**config.mk**
```make
export PLATFORM = sky130hd
export DESIGN_NAME = cks_clock_selector
export DESIGN_NICKNAME = d
export VERILOG_FILES = /design/src/include/cks_pkg.sv /design/src/cks_clock_selector.sv
export SDC_FILE = /design/constraint.sdc
export NUM_CORES = 1
export LEC_CHECK = 0
export BUFFER_PORTS_ARGS = -buffer_cell sky130_fd_sc_hd__buf_2
export CORE_MARGIN = 1
export CORE_UTILIZATION = 45
export CTS_BUF_LIST = sky130_fd_sc_hd__clkbuf_8
export DETAILED_ROUTE_END_ITERATION = 16
export PLACE_DENSITY = 0.7
export REMOVE_ABC_BUFFERS = 1
export SETUP_SLACK_MARGIN = 0.1
export SYNTH_ARGS = -nofsm -noshare
export SYNTH_HDL_FRONTEND = slang
export SYNTH_SLANG_ARGS = --single-unit
```
**constraint.sdc**
```tcl
create_clock -name clk_in -period 5.3 [get_ports clk_in]
set_input_delay 0.265 -clock clk_in [delete_from_list [all_inputs] [get_ports clk_in]]
set_output_delay 0.265 -clock clk_in [all_outputs]
set_load 0.1 [all_outputs]
```
**src/include/cks_pkg.sv**
```systemverilog
package cks_pkg;

  // register word offsets on the bus
  localparam logic [11:0] CKS_OFS_CTRL   = 12'h000;
  localparam logic [11:0] CKS_OFS_CTRL_B = 12'h004;
  localparam logic [11:0] CKS_OFS_TUNE   = 12'h008;
  localparam logic [11:0] CKS_OFS_STAT   = 12'h00C;

  // osc_control_reg fields
  localparam int CKS_CTRL_IDLE_BIT = 7;
  localparam int CKS_CTRL_FREQ_LSB = 4;
  localparam int CKS_CTRL_SEL_LSB  = 0;
  // osc_control_reg_b fields
  localparam int CKS_CTRLB_MED_BIT = 4;
  localparam int CKS_CTRLB_DRV_BIT = 2;
  // tuning_register fields
  localparam int CKS_TUNE_SRC_BIT  = 7;
  localparam int CKS_TUNE_PLL_BIT  = 6;
  localparam int CKS_TUNE_TRIM_LSB = 0;
  // status fields
  localparam int CKS_STAT_PRI_BIT  = 0;
  localparam int CKS_STAT_SEC_BIT  = 1;
  localparam int CKS_STAT_PLL_BIT  = 2;
  localparam int CKS_STAT_FAIL_BIT = 3;
  localparam int CKS_STAT_BUSY_BIT = 4;
  // primary_config_word fields
  localparam int CKS_CFG_PLL_BIT   = 4;
  localparam int CKS_CFG_PRIEN_BIT = 5;

  // values after reset
  localparam logic [1:0] CKS_SEL_RST  = 2'h0;
  localparam logic [2:0] CKS_FREQ_RST = 3'h3;
  localparam logic       CKS_DRV_RST  = 1'b1;

  // primary mode encodings
  localparam logic [3:0] CKS_FOSC_INT_LO = 4'h8;
  localparam logic [3:0] CKS_FOSC_INT_HI = 4'h9;

  // counts
  localparam logic [2:0] CKS_FAIL_WINDOW = 3'h4;
  localparam logic [1:0] CKS_CLKOUT_HALF = 2'h3;
  localparam logic [9:0] CKS_HF_TUNE_TERM = 10'h1FF;
  localparam logic [9:0] CKS_MF_TUNE_TERM = 10'h00F;

  typedef enum logic [1:0] {CKS_SRC_PRI, CKS_SRC_SEC, CKS_SRC_INT} cks_src_t;
  typedef enum logic [1:0] {CKS_RUN, CKS_DROP, CKS_ARM, CKS_RISE} cks_sw_state_t;

endpackage

```
**src/cks_clock_selector.sv**
```systemverilog
// The APB register port and the register offsets were chosen for this implementation.
`timescale 1ns/1ps
`default_nettype none
module cks_clock_selector
  import cks_pkg::*;
(
  input  wire logic        clk_in,
  input  wire logic        nrst_in,
  input  wire logic [11:0] paddr_in,
  input  wire logic        psel_in,
  input  wire logic        penable_in,
  input  wire logic        pwrite_in,
  input  wire logic [31:0] pwdata_in,
  output logic      [31:0] prdata_out,
  output logic             pready_out,
  output logic             pslverr_out,
  input  wire logic [7:0]  primary_config_word_in,
  input  wire logic        pri_osc_tick_in,
  input  wire logic        pll_tick_in,
  input  wire logic        sec_tick_in,
  input  wire logic        hf_tick_in,
  input  wire logic        mf_tick_in,
  input  wire logic        lf_tick_in,
  input  wire logic        sleep_req_in,
  input  wire logic        wake_in,
  output logic             sys_clk_out,
  output logic             sys_tick_out,
  output logic             wdt_tick_out,
  output logic             sleep_out,
  output logic             idle_out,
  output logic             clock_out_pin_out,
  output logic             clock_out_pin_oe_out,
  output logic             pll_select_out,
  output logic             pri_drive_on_out,
  output logic             clock_fail_out
);

  function automatic logic cks_div_hit(input logic [8:0] cnt, input logic [3:0] k);
    logic [8:0] mask;
    mask = 9'(({9'h000, 1'b1} << k) - 10'h001);
    return (cnt & mask) == mask;
  endfunction

  function automatic logic [9:0] cks_tune_limit(input logic [9:0] base, input logic [5:0] trim);
    logic [10:0] sum;
    sum = {1'b0, base} + {{5{trim[5]}}, trim};
    if (sum[10] || sum[9:0] == 10'h000) begin
      return 10'h001;
    end
    return sum[9:0];
  endfunction

  function automatic logic cks_src_tick(input cks_src_t s, input logic p, input logic q, input logic i);
    case (s)
      CKS_SRC_PRI: return p;
      CKS_SRC_SEC: return q;
      default:     return i;
    endcase
  endfunction

  function automatic logic cks_is_internal(input logic [3:0] f);
    return f == CKS_FOSC_INT_LO || f == CKS_FOSC_INT_HI;
  endfunction

  // encodings with clock out: external clock 0100/1010/1100/1110, RC 0110, internal 1001
  function automatic logic cks_clkout_mode(input logic [3:0] f);
    return f == 4'h4 || f == 4'h6 || f == 4'h9 || f == 4'hA || f == 4'hC || f == 4'hE;
  endfunction

  // ---------------- registers ----------------
  logic       idle_on_sleep, next_idle_on_sleep;
  logic [2:0] internal_freq_select, next_internal_freq_select;
  logic [1:0] system_clock_select, next_system_clock_select;
  logic       medium_osc_select, next_medium_osc_select;
  logic       primary_drive_shutdown, next_primary_drive_shutdown;
  logic       low_freq_source_select, next_low_freq_source_select;
  logic       pll_soft_enable, next_pll_soft_enable;
  logic [5:0] trim_value, next_trim_value;
  logic       fail_flag, next_fail_flag;
  logic [31:0] next_prdata;
  logic        next_pready, next_pslverr;

  logic       wr_en, rd_access, addr_ok, fail_event;
  cks_src_t   cur_src, next_cur_src, pend_src, next_pend_src;
  cks_src_t   tgt, tgt_s1, tgt_s2;
  cks_sw_state_t sw_state, next_sw_state;

  assign rd_access = psel_in && penable_in && !pready_out;
  assign wr_en     = psel_in && penable_in && pready_out && pwrite_in;
  assign addr_ok   = paddr_in == CKS_OFS_CTRL || paddr_in == CKS_OFS_CTRL_B ||
                     paddr_in == CKS_OFS_TUNE || paddr_in == CKS_OFS_STAT;

  always_comb begin
    next_idle_on_sleep          = idle_on_sleep;
    next_internal_freq_select   = internal_freq_select;
    next_system_clock_select    = system_clock_select;
    next_medium_osc_select      = medium_osc_select;
    next_primary_drive_shutdown = primary_drive_shutdown;
    next_low_freq_source_select = low_freq_source_select;
    next_pll_soft_enable        = pll_soft_enable;
    next_trim_value             = trim_value;
    next_fail_flag              = fail_flag;
    if (wr_en) begin
      if (paddr_in == CKS_OFS_CTRL) begin
        next_idle_on_sleep        = pwdata_in[CKS_CTRL_IDLE_BIT];
        next_internal_freq_select = pwdata_in[CKS_CTRL_FREQ_LSB +: 3];
        next_system_clock_select  = pwdata_in[CKS_CTRL_SEL_LSB +: 2];
      end else if (paddr_in == CKS_OFS_CTRL_B) begin
        next_medium_osc_select      = pwdata_in[CKS_CTRLB_MED_BIT];
        next_primary_drive_shutdown = pwdata_in[CKS_CTRLB_DRV_BIT];
      end else if (paddr_in == CKS_OFS_TUNE) begin
        next_low_freq_source_select = pwdata_in[CKS_TUNE_SRC_BIT];
        next_pll_soft_enable        = pwdata_in[CKS_TUNE_PLL_BIT];
        next_trim_value             = pwdata_in[CKS_TUNE_TRIM_LSB +: 6];
      end else if (paddr_in == CKS_OFS_STAT && pwdata_in[CKS_STAT_FAIL_BIT]) begin
        next_fail_flag = 1'b0;
      end
    end
    // a loss detected in the clearing cycle still sets the flag
    if (fail_event) begin
      next_fail_flag = 1'b1;
    end
  end

  always_ff @(posedge clk_in) begin
    if (!nrst_in) begin
      idle_on_sleep          <= 1'b0;
      internal_freq_select   <= CKS_FREQ_RST;
      system_clock_select    <= CKS_SEL_RST;
      medium_osc_select      <= 1'b0;
      primary_drive_shutdown <= CKS_DRV_RST;
      low_freq_source_select <= 1'b0;
      pll_soft_enable        <= 1'b0;
      trim_value             <= 6'h00;
      fail_flag              <= 1'b0;
    end else begin
      idle_on_sleep          <= next_idle_on_sleep;
      internal_freq_select   <= next_internal_freq_select;
      system_clock_select    <= next_system_clock_select;
      medium_osc_select      <= next_medium_osc_select;
      primary_drive_shutdown <= next_primary_drive_shutdown;
      low_freq_source_select <= next_low_freq_source_select;
      pll_soft_enable        <= next_pll_soft_enable;
      trim_value             <= next_trim_value;
      fail_flag              <= next_fail_flag;
    end
  end

  // ---------------- bus answer: one wait state, then pready ----------------
  always_comb begin
    next_pready  = rd_access;
    next_pslverr = rd_access && !addr_ok;
    next_prdata  = 32'h0000_0000;
    if (rd_access && !pwrite_in) begin
      if (paddr_in == CKS_OFS_CTRL) begin
        next_prdata[CKS_CTRL_IDLE_BIT]      = idle_on_sleep;
        next_prdata[CKS_CTRL_FREQ_LSB +: 3] = internal_freq_select;
        next_prdata[CKS_CTRL_SEL_LSB +: 2]  = system_clock_select;
      end else if (paddr_in == CKS_OFS_CTRL_B) begin
        next_prdata[CKS_CTRLB_MED_BIT] = medium_osc_select;
        next_prdata[CKS_CTRLB_DRV_BIT] = primary_drive_shutdown;
      end else if (paddr_in == CKS_OFS_TUNE) begin
        next_prdata[CKS_TUNE_SRC_BIT]       = low_freq_source_select;
        next_prdata[CKS_TUNE_PLL_BIT]       = pll_soft_enable;
        next_prdata[CKS_TUNE_TRIM_LSB +: 6] = trim_value;
      end else if (paddr_in == CKS_OFS_STAT) begin
        next_prdata[CKS_STAT_PRI_BIT]  = cur_src == CKS_SRC_PRI && !cks_is_internal(primary_config_word_in[3:0]);
        next_prdata[CKS_STAT_SEC_BIT]  = cur_src == CKS_SRC_SEC;
        next_prdata[CKS_STAT_PLL_BIT]  = cur_src == CKS_SRC_PRI && pll_select_out;
        next_prdata[CKS_STAT_FAIL_BIT] = fail_flag;
        next_prdata[CKS_STAT_BUSY_BIT] = sw_state != CKS_RUN;
      end
    end
  end

  always_ff @(posedge clk_in) begin
    if (!nrst_in) begin
      pready_out  <= 1'b0;
      pslverr_out <= 1'b0;
      prdata_out  <= 32'h0000_0000;
    end else begin
      pready_out  <= next_pready;
      pslverr_out <= next_pslverr;
      prdata_out  <= next_prdata;
    end
  end

  // ---------------- internal block: postscaler, medium divider, tuned divider ----------------
  logic [8:0] hf_cnt;
  logic [3:0] mf_cnt;
  logic [9:0] tn_cnt, tn_limit;
  logic       tn_src, tn_hit, int_tick, pll_sel, pri_tick, fosc_int;
  logic [3:0] fosc;

  assign fosc     = primary_config_word_in[3:0];
  assign fosc_int = cks_is_internal(fosc);
  assign tn_src   = medium_osc_select ? mf_tick_in : hf_tick_in;
  assign tn_limit = cks_tune_limit(medium_osc_select ? CKS_MF_TUNE_TERM : CKS_HF_TUNE_TERM, trim_value);
  assign tn_hit   = tn_src && tn_cnt == tn_limit;

  always_comb begin
    int_tick = 1'b0;
    case (internal_freq_select)
      3'h2: int_tick = medium_osc_select ? mf_tick_in : hf_tick_in && cks_div_hit(hf_cnt, 4'h5);
      3'h1: int_tick = medium_osc_select ? mf_tick_in && mf_cnt[0] : hf_tick_in && cks_div_hit(hf_cnt, 4'h6);
      3'h0: int_tick = low_freq_source_select ? tn_hit : lf_tick_in;
      default: int_tick = hf_tick_in && cks_div_hit(hf_cnt, 4'(3'h7 - internal_freq_select));
    endcase
  end

  // pll path: encodings with bit 3 clear follow the fuse, those with bit 3 set follow the soft enable
  assign pll_sel  = fosc[3] ? pll_soft_enable : primary_config_word_in[CKS_CFG_PLL_BIT];
  assign pri_tick = fosc_int ? (pll_sel ? pll_tick_in : int_tick) :
                    (primary_config_word_in[CKS_CFG_PRIEN_BIT] && primary_drive_shutdown &&
                     (pll_sel ? pll_tick_in : pri_osc_tick_in));

  always_ff @(posedge clk_in) begin
    if (!nrst_in) begin
      hf_cnt <= 9'h000;
      mf_cnt <= 4'h0;
      tn_cnt <= 10'h000;
    end else begin
      hf_cnt <= hf_tick_in ? 9'(hf_cnt + 9'h001) : hf_cnt;
      mf_cnt <= mf_tick_in ? 4'(mf_cnt + 4'h1) : mf_cnt;
      tn_cnt <= tn_hit || tn_cnt > tn_limit ? 10'h000 : (tn_src ? 10'(tn_cnt + 10'h001) : tn_cnt);
    end
  end

  // ---------------- fail monitor, counted on the low oscillator ----------------
  logic       pri_seen, next_pri_seen;
  logic [2:0] miss_cnt, next_miss_cnt;
  logic       fail_s1, fail_s2;

  always_comb begin
    next_pri_seen = pri_seen || pri_osc_tick_in;
    next_miss_cnt = miss_cnt;
    fail_event    = 1'b0;
    if (fosc_int || cur_src != CKS_SRC_PRI || fail_flag) begin
      next_miss_cnt = 3'h0;
    end else if (lf_tick_in) begin
      next_pri_seen = pri_osc_tick_in;
      next_miss_cnt = pri_seen ? 3'h0 : 3'(miss_cnt + 3'h1);
      fail_event    = !pri_seen && miss_cnt == CKS_FAIL_WINDOW - 3'h1;
    end
  end

  always_ff @(posedge clk_in) begin
    if (!nrst_in) begin
      pri_seen <= 1'b0;
      miss_cnt <= 3'h0;
    end else begin
      pri_seen <= next_pri_seen;
      miss_cnt <= next_miss_cnt;
    end
  end

  // ---------------- source switch ----------------
  always_comb begin
    if (fail_flag) begin
      tgt = CKS_SRC_INT;
    end else if (system_clock_select[1]) begin
      tgt = CKS_SRC_INT;
    end else if (system_clock_select[0]) begin
      tgt = CKS_SRC_SEC;
    end else begin
      tgt = CKS_SRC_PRI;
    end
  end

  logic cur_tick, new_tick, next_sys_clk, next_sys_tick;
  logic next_sleep, next_idle, next_clkout, next_clkout_oe;
  logic [1:0] co_cnt, next_co_cnt;

  assign cur_tick = cks_src_tick(cur_src, pri_tick, sec_tick_in, int_tick);
  assign new_tick = cks_src_tick(pend_src, pri_tick, sec_tick_in, int_tick);

  always_comb begin
    next_sw_state = sw_state;
    next_cur_src  = cur_src;
    next_pend_src = pend_src;
    next_sys_clk  = sys_clk_out;
    case (sw_state)
      CKS_RUN: begin
        // sleep or a pending switch lets the clock fall but never rise, so no short high pulse follows
        if (cur_tick && (sys_clk_out || (!sleep_out && tgt_s2 == cur_src))) begin
          next_sys_clk = !sys_clk_out;
        end
        if (tgt_s2 != cur_src) begin
          next_pend_src = tgt_s2;
          next_sw_state = CKS_DROP;
        end
      end
      CKS_DROP: begin
        // a dead old clock cannot be waited on, so failure forces it low
        if (!sys_clk_out || fail_s2 || cur_tick) begin
          next_sys_clk  = 1'b0;
          next_sw_state = CKS_ARM;
        end
      end
      CKS_ARM: begin
        if (new_tick) begin
          next_sw_state = CKS_RISE;
        end
      end
      default: begin
        // the low phase spans at least one full half period of the new clock
        if (new_tick && !sleep_out) begin
          next_sys_clk  = 1'b1;
          next_cur_src  = pend_src;
          next_sw_state = CKS_RUN;
        end
      end
    endcase
    next_sys_tick = next_sys_clk != sys_clk_out;
    next_sleep = sleep_out;
    next_idle  = idle_out;
    if (wake_in) begin
      next_sleep = 1'b0;
      next_idle  = 1'b0;
    end else if (sleep_req_in) begin
      next_sleep = !idle_on_sleep;
      next_idle  = idle_on_sleep;
    end
    next_clkout_oe = cks_clkout_mode(fosc);
    next_co_cnt    = co_cnt;
    next_clkout    = clock_out_pin_out && next_clkout_oe;
    if (next_clkout_oe && next_sys_tick) begin
      next_co_cnt = 2'(co_cnt + 2'h1);
      if (co_cnt == CKS_CLKOUT_HALF) begin
        next_clkout = !clock_out_pin_out;
      end
    end
  end

  always_ff @(posedge clk_in) begin
    if (!nrst_in) begin
      sw_state             <= CKS_RUN;
      cur_src              <= CKS_SRC_PRI;
      pend_src             <= CKS_SRC_PRI;
      tgt_s1               <= CKS_SRC_PRI;
      tgt_s2               <= CKS_SRC_PRI;
      fail_s1              <= 1'b0;
      fail_s2              <= 1'b0;
      sys_clk_out          <= 1'b0;
      sys_tick_out         <= 1'b0;
      wdt_tick_out         <= 1'b0;
      sleep_out            <= 1'b0;
      idle_out             <= 1'b0;
      co_cnt               <= 2'h0;
      clock_out_pin_out    <= 1'b0;
      clock_out_pin_oe_out <= 1'b0;
      pll_select_out       <= 1'b0;
      pri_drive_on_out     <= CKS_DRV_RST;
      clock_fail_out       <= 1'b0;
    end else begin
      sw_state             <= next_sw_state;
      cur_src              <= next_cur_src;
      pend_src             <= next_pend_src;
      tgt_s1               <= tgt;
      tgt_s2               <= tgt_s1;
      fail_s1              <= fail_flag;
      fail_s2              <= fail_s1;
      sys_clk_out          <= next_sys_clk;
      sys_tick_out         <= next_sys_tick;
      wdt_tick_out         <= lf_tick_in;
      sleep_out            <= next_sleep;
      idle_out             <= next_idle;
      co_cnt               <= next_co_cnt;
      clock_out_pin_out    <= next_clkout;
      clock_out_pin_oe_out <= next_clkout_oe;
      pll_select_out       <= pll_sel;
      pri_drive_on_out     <= primary_drive_shutdown;
      clock_fail_out       <= fail_flag;
    end
  end

endmodule
`default_nettype wire

```
; Word level (Yosys, flattened, before mapping)
; Index checks and enable logic that the tools add are counted.
[word_totals]
out_inout_bits = 44
inputBits = 65
register_bits = 101
[classes]
magnitude_cmp = 1
eq_ne = 31
shift = 1
n_mux = 49
add_sub_neg = 8
bitwise_logic = 6
n_reduce_logical = 74
[ops]
columns = operator, n
row1 = two-way mux 1 bit, 27
row2 = "== test 12 x 4 -> 1 bit, second input constant", 2
row3 = logical AND 1 bit, 22
row4 = "== test 4 bit, second input constant", 5
row5 = two-way mux 10 bit, 2
row6 = logical OR 1 bit, 17
row7 = two-way mux 2 bit, 8
row8 = "== test 12 x 3 -> 1 bit, second input constant", 1
row9 = zero test 12 bit, 1
row10 = "inequality test 2 bit, second input constant", 6
row11 = adder 10 x 6 -> 11 bit, 1
row12 = "adder 10 x 1 -> 10 bit, second input constant", 1
row13 = == test 10 bit, 1
row14 = > comparator 10 bit, 1
row15 = zero test 10 bit, 1
row16 = two-way mux 5 bit, 2
row17 = "adder 9 x 1 -> 9 bit, second input constant", 1
row18 = AND 9 bit, 1
row19 = == test 9 bit, 1
row20 = zero test 1 bit, 9
row21 = two-way mux 3 bit, 3
row22 = two-way mux 9 bit, 1
row23 = OR reduction 3 bit, 3
row24 = "<< shifter 1 x 4 -> 9 bit, first input constant", 1
row25 = other kinds (30), 52

; Logic depth before layout (Yosys ltp)
[depth]
ltp_word = 19
ltp_mapped = 18
mapped_depth_nobuf = 18

; Least setup slack after synthesis
; OpenSTA, ideal clock, no wires.
[synth_path]
path_type = register to register
from = reg medium_osc_select
to = reg co_cnt[0]
arrival_ns = 3.627
setup_ns = 0.072
stages_incl_launch_ff = 18
required_ns = 5.228
path_slack_ns = 1.602
period_less_slack_ns = 3.698
path_cell_list = dfxtp_1 -> clkbuf_1 -> inv_1 -> ha_1 -> a21oi_1 -> xor2_1 -> a41oi_1 -> mux2_2 -> o21ai_0 -> ha_1 -> nand2_1 -> nor4_2 -> o21ai_2 -> a221oi_2 -> nor2_2 -> o41ai_2 -> and3_2 -> mux2i_1
[synth_between]
elab_chain_cells = 18
[synth_lines]
columns = item, line
row1 = from (decl), cks_clock_selector.sv:74  ; logic medium_osc_select, next_medium_osc_select;
row2 = from (signal assigned), cks_clock_selector.sv:140  ; medium_osc_select <= next_medium_osc_select;
row3 = two-way mux 9 bit, cks_clock_selector.sv:198  ; assign tn_limit = cks_tune_limit(medium_osc_select ? CKS_MF_TUNE_TERM : CKS_HF_TUNE_TERM, trim_value);
row4 = adder 10 x 6 -> 11 bit, cks_clock_selector.sv:46  ; sum = {1'b0, base} + {{5{trim[5]}}, trim};
row5 = zero test 10 bit, cks_clock_selector.sv:47  ; if (sum[10] || sum[9:0] == 10'h000) begin
row6 = logical OR 1 bit, cks_clock_selector.sv:47
row7 = two-way mux 1 bit, cks_clock_selector.sv:47
row8 = two-way mux 10 bit, cks_clock_selector.sv:50  ; return sum[9:0];
row9 = == test 10 bit, cks_clock_selector.sv:199  ; assign tn_hit = tn_src && tn_cnt == tn_limit;
row10 = logical AND 1 bit, cks_clock_selector.sv:199
row11 = two-way mux 1 bit, cks_clock_selector.sv:206  ; 3'h0: int_tick = low_freq_source_select ? tn_hit : lf_tick_in;
row12 = case mux 1 bit (3 select lines) (*), cks_clock_selector.sv:203  ; case (internal_freq_select)
row13 = two-way mux 1 bit (2 in series), cks_clock_selector.sv:213  ; assign pri_tick = fosc_int ? (pll_sel ? pll_tick_in : int_tick) :
row14 = case mux 1 bit (2 select lines), cks_clock_selector.sv:54  ; case (s)
row15 = logical AND 1 bit (tied with other cells), cks_clock_selector.sv:307  ; if (new_tick && !sleep_out) begin
row16 = "two-way mux 1 bit, on equally long branches", "cks_clock_selector.sv:307, cks_clock_selector.sv:285, cks_clock_selector.sv:295"
row17 = case mux 1 bit (3 select lines) (*), cks_clock_selector.sv:282  ; case (sw_state)
row18 = inequality test 1 bit (*), cks_clock_selector.sv:314  ; next_sys_tick = next_sys_clk != sys_clk_out;
row19 = logical AND 1 bit (*), cks_clock_selector.sv:327  ; if (next_clkout_oe && next_sys_tick) begin
row20 = to (signal assigned), cks_clock_selector.sv:368  ; co_cnt <= next_co_cnt;
row21 = to (decl), cks_clock_selector.sv:272  ; logic [1:0] co_cnt, next_co_cnt;
; Mark *: on every way between the ends. The rest lies on a longest branch, timed or not.
; A chain may end at the register's enable or synchronous reset.

; Worst setup path in the final report
[layout_path]
from = reg medium_osc_select
to = reg co_cnt[1]
; Same word-level chain as after synthesis.

==> impl_metrics.tcl <==
set metrics [dict create \
    status "finished, final reports clean" \
    fp.dieW_um 96.4 \
    cts_hold_buf 0 \
    synthesis.instances 459 \
    ir_worst_vdd_v 0.000172 \
    cp_slowest_cell "dfxtp_1" \
    worstSetupPathType "flip-flop to flip-flop" \
    finalCritPeriodShare_pct 78.4 \
    drive_gt1_share_pct 16.4 \
    nets 602 \
    setup_tns_ns 0 \
    cp-end-kind "flip-flop" \
    holdWs_ns 0.173 \
    post-cts-setup-buffers 0 \
    switching_power_mw 0.382 \
    antennaDiodeCount 0 \
    ant_nets 0 \
    root_buffer "clkbuf_8" \
    synth.cell_area_um2 4010 \
    wl_mm 8.45 \
    cts_buffers 9 \
    pwr-share-comb_pct 15.7 \
    layoutNonFillerInstCount 625 \
    core_um2 8680 \
    grt_pass1_vias 2827 \
    post-dp-hpwl_mm 6.24 \
    seqPwrFrac_pct 46.5 \
    viasPerCell 5.29 \
    critical_path_required_ns 5.59 \
    initial_core_util_pct 46.2 \
    synth.top_cells.by_area "dfxtp_1 35%, mux2i_1 9.2%, ha_1 7.8%" \
    cts_tree "built" \
    path_cells "inv_1, ha_1, a21oi_1, xor2_1, a41oi_1, mux2_2, o21ai_0, ha_1, nand4_1, nor4_2, o21ai_2, a221oi_2, nor2_2, o41ai_2, and3_2, mux2i_1" \
    path_clk_slew_ns 0.09 \
    rows 34 \
    yosys_most_used_dff "dfxtp_1" \
    critical-path-max-stage-delay_ns 0.50 \
    fin_util_pct 51.8 \
    ys_types 55 \
    grt_pass1_wl_mm 13.4 \
    drc 0 \
    crit_path_frequent_cell "ha_1" \
    grt_max_degree 62 \
    period_needed_ns 4.16 \
    worst_pin_slew_ns 0.895 \
    hp-class "primary input to flip-flop" \
    async_reset_ff_share_pct 0 \
    hold_viol 0 \
    swShare_pct 32.1 \
    cts_resized 0 \
    clockBufferDepth 2 \
    gr-total-overflow 0 \
    num_vias 3306 \
    final_max_slew_viol_count 0 \
    drt_iter0_markers 192 \
    cp-start-kind "flip-flop" \
    fin_skew_ns 0.0140 \
    critPathMaxFanout 9 \
    clk_latency_ns 0.35 \
    yosys.area.top_type "dfxtp_1" \
    clkPwrFrac_pct 37.8 \
    power_density_nw_per_um2 265 \
    clock.fmax_mhz 241 \
    htreeDepth 3 \
    grt_usage_pct 19.1 \
    setup_viol 0 \
    dr.pass1.iters 4 \
    dp.cells 609 \
    layout_commonest_cell "dfxtp_1" \
    detail_route.wl_per_cell_um 13.5 \
    synth_warnings 0 \
    fillers 820 \
    yosys_register_bits 71 \
    rsz0062_at_grt "false" \
    stdcell_area_um2 4490 \
    portBuffers 58 \
    yosysSeqAreaShare_pct 35.4 \
    grt_antenna_before_repair 0 \
    synth_top_area_share_pct 35.4 \
    cts.sinks 71 \
    gp_congestion 0.815 \
    placed_area_um2 4290 \
    die_area_um2 9300 \
    syn_area_per_cell_um2 8.74 \
    area_growth_pct 11.9 \
    pin_count 109 \
    slew_headroom_pct 40.1 \
    cp.arrival_ns 4.45 \
    power_leakage_nw 2.11 \
    most-common-layout-cells "71 x dfxtp_1, 58 x buf_2, 47 x nand2_1" \
    cap_viol_max_count 0 \
    die_y_um 96.4 \
    synth-edff-count 0 \
    intPower_mw 0.809 \
]
[synth_stat cells, types with 3 or more instances]
cell type and n:
xnor2_1 10, nor2b_1 26, nor3b_1 4, mux2i_1 37
o21ai_0 12, and2_1 15, clkbuf_1 14, and3_1 6
dfxtp_1 71, nand2_1 47, inv_1 11, xor2_1 9
a31oi_1 3, nand3_1 12, nor2_1 38, nand2b_1 6
nor3_1 7, ha_1 25, mux2_2 3, buf_4 24
nand4_1 8, o31ai_1 5, a211oi_1 3, nand3b_1 3
a22oi_1 3, o21a_1 9, a21oi_1 12, o22ai_1 3
[power groups by stage]
stage	clock, mW	combinational [mW]	sequential, mW
after floorplan	0	0.120	0.590
after global routing	0.486	0.200	0.555
after global placement	0	0.185	0.565
final	0.449	0.187	0.554
after CTS	0.461	0.188	0.553
after detailed placement	0	0.187	0.566
[cell families after synthesis]
logic type / after synthesis / share of synthesized area, %
adder cells (fa/ha/maj): 25 / 7.80
XOR/XNOR: 19 / 4.15
buffers and inverters: 51 / 7.05
AND/OR/NAND/NOR: 184 / 23.5
flip-flops: 71 / 35.4
multiplexers: 40 / 10.1
AO/OA/AOI/OAI: 68 / 11.9
other: 1 / 0.0935
[routing by layer]
metal	part of all wire, %	GRT usage, %
met3	5.4	3.29
met1	48	26.1
met4	1.6	7.60
met5	0	0
met2	45	30.0
[metrics by stage]
stage          setup WS, ns  power (mW)
4_1_cts                1.13        1.20
6_report               1.14        1.19
3_3_place_gp           1.21       0.750
2_1_floorplan          1.71       0.709
3_5_place_dp           1.18       0.753
5_1_grt               0.807        1.24
[cell type report]
type                       count  area [um2]  share of cell area, %
multi-input combinational    360        2390                   53.3
sequential                    71        1420                   31.6
timing repair buffer          59         298                   6.63
tap                          108         135                   3.01
clock buffer                   9         124                   2.76
clock inverter                 7        77.6                   1.73
inverter                      11        41.3                  0.919
[worst paths after layout]
kind | to | slack (ns) | start | depth (start not counted)
setup / recovery | co_cnt[1] | 1.14 | medium_osc_select | 16
hold / removal | primary_drive_shutdown | 0.17 | pwdata_in[2] | 3
setup reg to reg | co_cnt[1] | 1.14 | medium_osc_select | 16
hold reg to reg | tgt_s2[0] | 0.43 | tgt_s1[0] | 1
[flip-flops by register name (all words and copies together) (netlist names), 2 cells and up]
| register | count |
|---|---|
| co_cnt | 2 |
| cur_src | 2 |
| hf_cnt | 6 |
| internal_freq_select | 3 |
| miss_cnt | 3 |
| pend_src | 2 |
| prdata_out | 8 |
| sw_state | 2 |
| system_clock_select | 2 |
| tgt_s1 | 2 |
| tgt_s2 | 2 |
| tn_cnt | 10 |
| trim_value | 6 |
[critical path: cells and delay by family, from the launching register on]
| family | cells | cell delay (ns) |
|---|---|---|
| and+or+nand+nor | 4 | 0.80 |
| xor gates and xnor gates | 1 | 0.14 |
| DFF | 1 | 0.50 |
| buffers and inverters | 1 | 0.11 |
| adders and majority gates | 2 | 0.67 |
| AOI/OAI and AO/OA | 6 | 1.44 |
| muxes | 2 | 0.44 |
No activity file was read; power rests on OpenSTA's default activity.
